`src/include/gpio_cfg_pkg.sv`:
```
// Purpose: Shared types and constants for the configurable port line block
// Assumes: One clock, asynchronous active-low reset
// Notes:   Mode codes follow the 3-bit per-line configuration layout
package gpio_cfg_pkg;

  // ----------------------------------------------------------------
  // Line configuration modes
  // ----------------------------------------------------------------
  typedef enum logic [2:0]
  {
    MODE_IN_FLOAT,
    MODE_IN_PULLUP,
    MODE_OUT_PP,
    MODE_OUT_OD,
    MODE_BIDIR_PP,
    MODE_BIDIR_OD,
    MODE_AF_PP,
    MODE_ALT_FUNC_OPEN_DRAIN_MODE
  } line_mode_t;

  // ----------------------------------------------------------------
  // Reset values and sizes
  // ----------------------------------------------------------------
  localparam int         LINES_DEF      = 8;
  localparam int         ALT_SEL_W      = 2;
  localparam line_mode_t MODE_RST       = MODE_IN_FLOAT;
  localparam logic       OUT_VAL_RST    = 1'b0;

  // Per-line configuration written by software
  typedef struct packed
  {
    line_mode_t           mode;
    logic                 out_val;
    logic [ALT_SEL_W-1:0] alt_sel;
    logic                 analog_sel;
  } line_cfg_t;

  // What the line drives onto the pin
  typedef struct packed
  {
    logic drive_val;
    logic drive_en;
    logic pullup_en;
  } pad_ctl_t;

endpackage : gpio_cfg_pkg

```
`src/rtl/io_port_bit_config.sv`:
```
// Purpose: Per-line configuration of a general-purpose port
// Assumes: Pin levels arrive asynchronously and are synchronised here
// Notes:   Pad resolution (pull-up, open drain wire) is outside
//          Pad controls are combinational so a peripheral drives its own pin at once
//          Lines outside the pull-up mask simply ignore the pull-up mode
//
// How it works
// - Every line has its own mode: input, output, bidirectional or alternate.
// - Output lines choose push-pull or open-drain per bit by mode.
// - Pull-up on a capable line follows the input-pullup mode.
// - Lines without pull-up hardware never assert their pull-up enable.
// - Configuration clears asynchronously as soon as reset goes low.
// - During reset each line is a floating input, driver off, no pull-up.
// - Only one alternate output may own a pin at once.
// - Digital alternate inputs see the pin unless cut for analog; analog needs explicit selection.
// - Analog-selected pin in alternate open-drain mode cuts the digital input.
// - Alternate output driving the pin also loops back to the alternate input of that pin.
`timescale 1ns/1ns

module io_port_bit_config
#(
  parameter int                  LINES      = gpio_cfg_pkg::LINES_DEF,
  parameter logic [LINES-1:0]    PULLUP_HAS = '1
)
(
  // Clock and reset
  input  wire logic                                 clk_i,
  input  wire logic                                 rst_b_i,
  // Configuration write port
  input  wire logic                                 cfg_we_i,
  input  wire logic [$clog2(LINES)-1:0]             cfg_line_i,
  input  wire gpio_cfg_pkg::line_cfg_t              cfg_data_i,
  // Configuration and state readback
  output logic [LINES-1:0][2:0]                     mode_o,
  output logic [LINES-1:0]                          pin_level_o,
  // Alternate function outputs, one set per selectable source
  input  wire logic [LINES-1:0][(1<<gpio_cfg_pkg::ALT_SEL_W)-1:0] alt_out_i,
  output logic [LINES-1:0]                          alt_in_o,
  output logic [LINES-1:0]                          alt_in_analog_o,
  // Pins
  input  wire logic [LINES-1:0]                     pin_i,
  output logic [LINES-1:0]                          pin_o,
  output logic [LINES-1:0]                          pin_oe_o,
  output logic [LINES-1:0]                          pullup_en_o
);

  // ----------------------------------------------------------------
  // Configuration storage
  // ----------------------------------------------------------------
  // Unpacked so each line keeps its own struct
  gpio_cfg_pkg::line_cfg_t cfg_r [LINES];
  logic [LINES-1:0]        pin_meta_r;
  logic [LINES-1:0]        pin_sync_r;

  // Independent per-line registers, cleared at once by reset
  // Limitation: with LINES not a power of two, high indices must not be written
  always_ff @(posedge clk_i or negedge rst_b_i)
  begin
    if (!rst_b_i)
    begin
      for (int i = 0; i < LINES; i++)
      begin
        cfg_r[i].mode       <= gpio_cfg_pkg::MODE_RST;
        cfg_r[i].out_val    <= gpio_cfg_pkg::OUT_VAL_RST;
        cfg_r[i].alt_sel    <= '0;
        cfg_r[i].analog_sel <= 1'b0;
      end
    end
    else if (cfg_we_i)
    begin
      cfg_r[cfg_line_i] <= cfg_data_i;
    end
  end

  // Two-flop pin synchroniser; only the second stage is read
  always_ff @(posedge clk_i or negedge rst_b_i)
  begin
    if (!rst_b_i)
    begin
      pin_meta_r <= '0;
      pin_sync_r <= '0;
    end
    else
    begin
      pin_meta_r <= pin_i;
      pin_sync_r <= pin_meta_r;
    end
  end

  // ----------------------------------------------------------------
  // Per-line pad control
  // ----------------------------------------------------------------
  // Single alt_sel index picks exactly one source, so two owners are impossible
  logic [LINES-1:0] drv_val;
  logic [LINES-1:0] is_od;
  logic [LINES-1:0] is_out;
  logic [LINES-1:0] is_af;

  always_comb
  begin
    for (int i = 0; i < LINES; i++)
    begin
      gpio_cfg_pkg::line_mode_t m;
      m         = cfg_r[i].mode;
      mode_o[i] = m;
      is_af[i]  = (m == gpio_cfg_pkg::MODE_AF_PP) || (m == gpio_cfg_pkg::MODE_ALT_FUNC_OPEN_DRAIN_MODE);
      is_od[i]  = (m == gpio_cfg_pkg::MODE_OUT_OD) || (m == gpio_cfg_pkg::MODE_BIDIR_OD)
                || (m == gpio_cfg_pkg::MODE_ALT_FUNC_OPEN_DRAIN_MODE);
      is_out[i] = !((m == gpio_cfg_pkg::MODE_IN_FLOAT) || (m == gpio_cfg_pkg::MODE_IN_PULLUP));
      // One alternate source per pin, picked by index
      drv_val[i] = is_af[i] ? alt_out_i[i][cfg_r[i].alt_sel]
                            : cfg_r[i].out_val;
      // Open drain only sinks; high releases the pin
      pin_o[i]    = is_od[i] ? 1'b0 : drv_val[i];
      pin_oe_o[i] = is_out[i] && !(is_od[i] && drv_val[i]);
      // Pull-up only where the pad really has one
      pullup_en_o[i] = PULLUP_HAS[i]
                       && (m == gpio_cfg_pkg::MODE_IN_PULLUP);
    end
  end

  // ----------------------------------------------------------------
  // Input paths toward peripherals
  // ----------------------------------------------------------------
  // Digital alternate input is wired unless cut for analog; loopback when driving as AF
  always_comb
  begin
    for (int i = 0; i < LINES; i++)
    begin
      if (cfg_r[i].analog_sel && (cfg_r[i].mode == gpio_cfg_pkg::MODE_ALT_FUNC_OPEN_DRAIN_MODE))
      begin
        pin_level_o[i] = 1'b0;
        alt_in_o[i]    = 1'b0;
      end
      else if (is_af[i] && pin_oe_o[i])
      begin
        pin_level_o[i] = pin_sync_r[i];
        alt_in_o[i]    = drv_val[i];
      end
      else
      begin
        pin_level_o[i] = pin_sync_r[i];
        alt_in_o[i]    = pin_sync_r[i];
      end
      // Analog path needs explicit software selection
      alt_in_analog_o[i] = cfg_r[i].analog_sel;
    end
  end

  // ----------------------------------------------------------------
  // Assertions
  // ----------------------------------------------------------------
  // One checker set per line; every line is checked on its own
  genvar g;
  for (g = 0; g < LINES; g++)
  begin : g_chk
    a_od_no_high: assert property (@(posedge clk_i) disable iff (!rst_b_i)
      (is_od[g] && pin_oe_o[g]) |-> (pin_o[g] == 1'b0))
      else $error("open drain drove high");
    a_od_release: assert property (@(posedge clk_i) disable iff (!rst_b_i)
      (is_od[g] && drv_val[g]) |-> !pin_oe_o[g])
      else $error("open drain did not release");
    a_pullup_absent: assert property (@(posedge clk_i)
      !PULLUP_HAS[g] |-> !pullup_en_o[g])
      else $error("pull-up on line without one");
    a_reset_float: assert property (@(posedge clk_i)
      $rose(rst_b_i) |-> (!pin_oe_o[g] && !pullup_en_o[g]))
      else $error("line not floating after reset");
    a_pullup_mode: assert property (@(posedge clk_i) disable iff (!rst_b_i)
      (PULLUP_HAS[g] && mode_o[g] == 3'(gpio_cfg_pkg::MODE_IN_PULLUP)) |-> pullup_en_o[g])
      else $error("pull-up not enabled");
    a_analog_cut: assert property (@(posedge clk_i) disable iff (!rst_b_i)
      (cfg_r[g].analog_sel && mode_o[g] == 3'(gpio_cfg_pkg::MODE_ALT_FUNC_OPEN_DRAIN_MODE)) |-> !alt_in_o[g])
      else $error("digital input not cut");
    a_af_loop: assert property (@(posedge clk_i) disable iff (!rst_b_i)
      (is_af[g] && pin_oe_o[g] && !cfg_r[g].analog_sel) |-> (alt_in_o[g] == drv_val[g]))
      else $error("alternate loopback missing");
    a_in_path: assert property (@(posedge clk_i) disable iff (!rst_b_i)
      !is_af[g] |-> (alt_in_o[g] == pin_sync_r[g]))
      else $error("alternate input not tied to pin");
    a_pp_drive: assert property (@(posedge clk_i) disable iff (!rst_b_i)
      (is_out[g] && !is_od[g]) |-> (pin_oe_o[g] && pin_o[g] == drv_val[g]))
      else $error("push-pull not driving");
    // A write lands whole in the addressed line only
    a_cfg_write: assert property (@(posedge clk_i) disable iff (!rst_b_i)
      (cfg_we_i && cfg_line_i == g) |=> (cfg_r[g] == $past(cfg_data_i)))
      else $error("configuration not stored");
    // Reset acts before the next edge; a synchronous clear would show the old mode here
    a_async_clear: assert property (@(posedge clk_i)
      $fell(rst_b_i) |-> (mode_o[g] == 3'(gpio_cfg_pkg::MODE_RST)))
      else $error("configuration survived reset");
    // Floating input for as long as reset is held
    a_reset_hold: assert property (@(posedge clk_i)
      !rst_b_i |-> (!pin_oe_o[g] && !pullup_en_o[g] && !alt_in_o[g]))
      else $error("line active during reset");
    // Input modes never reach the pin driver
    a_in_no_drive: assert property (@(posedge clk_i) disable iff (!rst_b_i)
      ((mode_o[g] == 3'(gpio_cfg_pkg::MODE_IN_FLOAT))
       || (mode_o[g] == 3'(gpio_cfg_pkg::MODE_IN_PULLUP))) |-> !pin_oe_o[g])
      else $error("input line drives pin");
    // Pull-up switches off again as soon as another mode is chosen
    a_pullup_off: assert property (@(posedge clk_i) disable iff (!rst_b_i)
      (mode_o[g] != 3'(gpio_cfg_pkg::MODE_IN_PULLUP)) |-> !pullup_en_o[g])
      else $error("pull-up left on");
    // Level lags the pin by the two synchroniser stages once both left reset
    a_level_sync: assert property (@(posedge clk_i) disable iff (!rst_b_i)
      ($past(rst_b_i) && $past(rst_b_i, 2)
       && !(cfg_r[g].analog_sel && mode_o[g] == 3'(gpio_cfg_pkg::MODE_ALT_FUNC_OPEN_DRAIN_MODE)))
       |-> (pin_level_o[g] == $past(pin_i[g], 2)))
      else $error("pin level not synchronised");
    // Cut analog pins report a steady low level
    a_analog_level: assert property (@(posedge clk_i) disable iff (!rst_b_i)
      (cfg_r[g].analog_sel && mode_o[g] == 3'(gpio_cfg_pkg::MODE_ALT_FUNC_OPEN_DRAIN_MODE)) |-> !pin_level_o[g])
      else $error("analog pin level not held low");
    // Main scenarios
    c_alt_func_open_drain_mode: cover property (@(posedge clk_i) disable iff (!rst_b_i)
      is_af[g] && is_od[g] && !pin_oe_o[g]);
    c_pullup: cover property (@(posedge clk_i) disable iff (!rst_b_i) pullup_en_o[g]);
    c_analog: cover property (@(posedge clk_i) disable iff (!rst_b_i)
      alt_in_analog_o[g] && mode_o[g] == 3'(gpio_cfg_pkg::MODE_ALT_FUNC_OPEN_DRAIN_MODE));
    c_af_loop: cover property (@(posedge clk_i) disable iff (!rst_b_i)
      is_af[g] && pin_oe_o[g] && (alt_in_o[g] != pin_sync_r[g]));
  end

endmodule : io_port_bit_config

```
`config.mk`:
```
export PLATFORM = sky130hd
export DESIGN_NAME = io_port_bit_config
export DESIGN_NICKNAME = d
export VERILOG_FILES = /design/src/include/gpio_cfg_pkg.sv /design/src/rtl/io_port_bit_config.sv
export SDC_FILE = /design/constraint.sdc
export NUM_CORES = 1
export LEC_CHECK = 0
export ABC_CLOCK_PERIOD_IN_PS = 2400
export BUFFER_PORTS_ARGS = -buffer_cell sky130_fd_sc_hd__clkbuf_2
export CAP_MARGIN = 20
export CORE_ASPECT_RATIO = 0.7
export CORE_MARGIN = 4
export CORE_UTILIZATION = 51
export DETAILED_ROUTE_END_ITERATION = 10
export PLACE_DENSITY = 0.81
export RECOVER_POWER = 25
export SLEW_MARGIN = 20
export SYNTH_ARGS = -nofsm -noshare
export SYNTH_HDL_FRONTEND = slang
export SYNTH_SLANG_ARGS = --single-unit
```
`constraint.sdc`:
```
create_clock -name clk_i -period 2.4 [get_ports clk_i]
set_clock_uncertainty 0.2 [all_clocks]
set_input_delay 0.72 -clock clk_i [delete_from_list [all_inputs] [get_ports clk_i]]
set_output_delay 0.72 -clock clk_i [all_outputs]
set_load 0.1 [all_outputs]
```
# Yosys cells after proc, flatten, opt, wreduce, memory -nomap -nowiden
# Cells that the tools add are included.
# Widths: inputs -> output; s select.
op_classes:
  n_lt_le_gt_ge: 10
  n_eq_ne: 40
  n_bitwise: 1
  reduce_logical: 89
  n_mux: 59
ops:
  columns: ["cell", "n"]
  rows:
  - ["$eq 3x3->1 const B", 24]
  - ["$bwmux 56", 1]
  - ["$mux 1", 48]
  - ["$logic_and 1x1->1", 33]
  - ["$logic_or 1x1->1", 32]
  - ["$eq 3x1->1 const B", 8]
  - ["$eq 3x2->1 const B", 8]
  - ["$logic_not 3->1", 8]
  - ["$lt 2x3->1 const B", 8]
  - ["$demux 7 s3", 1]
  - ["$bmux 1 s2", 8]
  - ["$logic_not 1->1", 16]
  - ["$mux 7", 1]
  - ["$ge 4x4->1 const B", 1]
  - ["$lt 4x1->1 const B", 1]
  - ["$not 3->4", 1]
word_totals:
  inputBits: 53
  register_bits: 72
  elab_cells: 233
  output_inout_bits: 72

# Longest topological paths before layout
logic_depth:
  word_depth: 9
  depth_mapped: 4
  mapped_depth_nobuf: 3

# Least setup slack after synthesis
# OpenSTA, ideal clock, no wires.
synth_timing:
  path_type: "input port to output port"
  startpoint: "in alt_out_i[23] in the netlist's numbering"
  endpoint: "out pin_o[5]"
  arrival_time_ns: 3.113
  stages: 3
  t_required_ns: 1.480
  slack_ns: -1.633
  cell_sequence: "mux2i_1 > o22a_1 > o21ai_0"
synth_via:
  elab_chain_len: 4
synth_rtl:
  columns: ["element", "line_no", "rtl"]
  rows:
  - ["from (decl)", "io_port_bit_config.sv:37", "input wire logic [LINES-1:0][(1<<gpio_cfg_pkg::ALT_SEL_W)-1:0] alt_out_i,"]
  - ["$bmux 1 s2", "io_port_bit_config.sv:111", "drv_val[i] = is_af[i] ? alt_out_i[i][cfg_r[i].alt_sel]"]
  - ["$mux 1 (not written as such)", "io_port_bit_config.sv:111", null]
  - ["$mux 1", "io_port_bit_config.sv:111", null]
  - ["$mux 1", "io_port_bit_config.sv:114", "pin_o[i] = is_od[i] ? 1'b0 : drv_val[i];"]
  - ["to (decl)", "io_port_bit_config.sv:42", "output logic [LINES-1:0] pin_o,"]
# No other way between the ends. The select of a mux whose other input is x is not followed.

# Worst setup path in the final report
layout_timing:
  startpoint: "in alt_out_i[2] in the netlist's numbering"
  endpoint: "out pin_o[0]"
# Same word-level chain as after synthesis.

==> run summary <==
TritonCTS Buffers = 9
Fill cell count = 427
Clock Tree Root = clkbuf_8
Arrival time worst endpoint = 1.80 ns
Highest fanout seen on the critical path = 3
Setup slack after layout = -0.316 ns
# DRC = 0
RR Startpoint = mode_o[8]
First drt pass iteration count = 4
Clock power frac = 16.5%
Clock transition at path regs = 0.07 ns
Hold Path Stages = 0
R2R setup slack = 1.20 ns
Sw frac = 50.6%
Max_cap viols = 0
Post-synth ARST share = 100%
Die width = 111 µm
Final HPWL DP = 7170 µm
Share of cells above drive strength 1 = 67.8%
Die H = 79.9 µm
Status = complete, but fails checks
1st-iter DRT viols = 112
Distinct cells, synth = 30
Slew Limit Headroom = 41.6%
Clock Latency Late Sink = 0.33 ns
Sequential power share = 24.8%
H-tree depth = 3
Max-slew violation count = 0
Post-Syn Area = 0.00377 mm²
Int Pwr = 3530 µW
Routed Wire Length = 9320 µm
Synth Warn # = 0
Sequential share of the synthesized area = 47.8%
Initial antenna violation count = 0
Combinational power share = 58.7%
DR vias = 2901
Tightest Pin Transition = 0.876 ns
Cell with the most instances after synthesis = dfrtp_1
Setup tns final = -4.95 ns
Final Critical Period = 2.72 ns
CTS tree = built
# IOs = 125
FP Rows = 25
Synth Register Bits = 72
Kind of critical path = in2out
Crit path from = alt_out_i[2]
Total power = 7140 µW
Commonest cells in the netlist = dfrtp_1 (72), mux2_2 (56), buf_4 (32)
Cell Area, Placed = 0.00521 mm²
Worst Hold Path EP = pin_sync_r[5]
Clock Path Buffers = 2
DR WL/cell = 17.8 µm
Hold WC Path Type = reg2reg
Dpl ws = -0.320 ns
Core Region = 0.00698 mm²
Final setup vio count = 24
Mapped Nets = 365
Global-route wire length before repair = 15700 µm
Critical Path Source Type = input port
Synth Flop Type = dfrtp_1
# port buffers = 124
Crit. End Element = output pin
Post-synth EDFFs = 0
Syn_area_per_cell = 12.1 µm²
Via density = 5.55
Pwr/cell area = 1280 mW/mm²
Area contributors post-synth = dfrtp_1 (48%), mux2_2 (17%), buf_4 (6.4%), mux4_2 (3.0%), o22a_1 (2.6%)
Core Util, Final = 79.9%
Detail Route Antenna Nets = 0
Failing checks = negative setup slack
Yosys top cell area share = 47.8%
Yosys top cell by area = dfrtp_1
Fin area = 0.00557 mm²
R2R depth = 2
Hold path start = pin_meta_r[5]
GRT Total Usage = 22.2%
Vias in the first global route = 3028
Largest net degree at the start of global routing = 41
Total clock sinks = 72
Die ar. = 0.00885 mm²
RSZ-0062 raised after global routing = yes
Starting Density = 54.0%
Reported net switching power = 3610 µW
Pleak = 0.00240 µW
Final GP Congestion = 0.829
GR Overflow Total = 0
Area Overhead vs Synth = 47.9%
VDD IR max = 0.000869 V
Final Cycle Share = 113%
Syn Inst Count = 312
Max Clock Freq = 368 MHz
Final count of hold timing violations = 0
Number of nets in the layout = 477
Reg2reg end = mode_o[8]
WP data required = 1.48 ns
Ant diodes = 0
-- power groups by stage --
stage | Combinational, µW | Sequential (µW) | Clock, µW
2_1_floorplan | 3200 | 1710 | 0
3_3_place_gp | 4080 | 1750 | 0
3_5_place_dp | 4150 | 1770 | 0
4_1_cts | 4180 | 1760 | 1200
5_1_grt | 4330 | 1820 | 1260
6_report | 4190 | 1770 | 1180
-- how the worst max path moves through the flow --
stage | endpoint | cells past startpoint
2_1_floorplan | pin_oe_o[0] | 2
3_3_place_gp | pin_o[0] | 4
3_5_place_dp | alt_in_o[3] | 4
4_1_cts | pin_o[0] | 4
5_1_grt | alt_in_o[1] | 3
6_report | pin_o[0] | 4
-- timing repair --
action | 4_1_cts | 5_1_grt
endpoints found under the hold margin | 0 | 0
pin swaps | 8 | 1
hold buffers | 0 | 0
gates resized for setup | 22 | 17
buffers inserted | 0 | 3
cloned | 0 | 0
endpoints found under the setup margin | 33 | 38
-- sequential cells by signal, indices dropped and copies added, names as in the netlist --
register and flops:
cfg_r 24, mode_o 24, alt_in_analog_o 8, pin_meta_r 8
pin_sync_r 8
-- cell type report --
cell class	instances	area [µm²]	share of cell area, %
clock buffers	10	138	2.47
multi-input cells	199	2090	37.6
well taps	94	118	2.11
clock inverters	6	115	2.07
flip-flops and latches	72	1830	32.8
repair buffers	142	1280	23.0
-- cells by family (layout without fill, tap and decap cells) --
family | count (synthesis) | in the layout | synth area share (%)
DFF | 72 | 72 | 47.8
muxes | 70 | 70 | 22.1
AOI/OAI and AO/OA | 67 | 67 | 12.5
and+or+nand+nor | 62 | 62 | 10.0
buffers and inverters | 41 | 158 | 7.57
-- through the flow --
step                cells  hold WS [ns]
detailed placement    504         0.138
floorplan             312         0.131
global route          523         0.165
global placement      504         0.133
finish                523         0.155
CTS                   520         0.136
-- worst max-delay path, cell delays in order --
cell,delay (ns)
clkbuf_2,0.09
mux4_2,0.54
a22o_4,0.29
buf_12,0.16
-- routing by layer --
layer	routed length (µm)	GRT usage (%)	vias up
met5	0	0	-
met4	35	3.44	0
met3	692	7.35	4
met2	4550	37.0	102
met1	4050	29.0	1441
li1	-	-	1354
-- placed cells by master (no fill, tap or decap), types with 3 or more instances in the layout --
master      n
a21boi_0    5
a21o_1      5
a21oi_1     6
a21oi_4     3
a22o_4      4
a41oi_4     5
and2_1      3
buf_12     33
buf_4      23
bufinv_16   3
clkbuf_2   80
clkbuf_4    5
clkbuf_8   10
dfrtp_1    52
dfrtp_2    20
mux2_2     56
mux2i_4     6
mux4_2      5
nand2_1    20
nand2b_1    3
nand3_1     3
nand3b_1    8
nand4b_1    3
nor2_1     11
nor3b_4     7
o21a_2      5
o21a_4      3
o21ai_0    13
o21ai_4     3
o221ai_2    3
o22a_1      3
o22a_2      5
o22a_4      3
(Power assumes the default switching activity.)
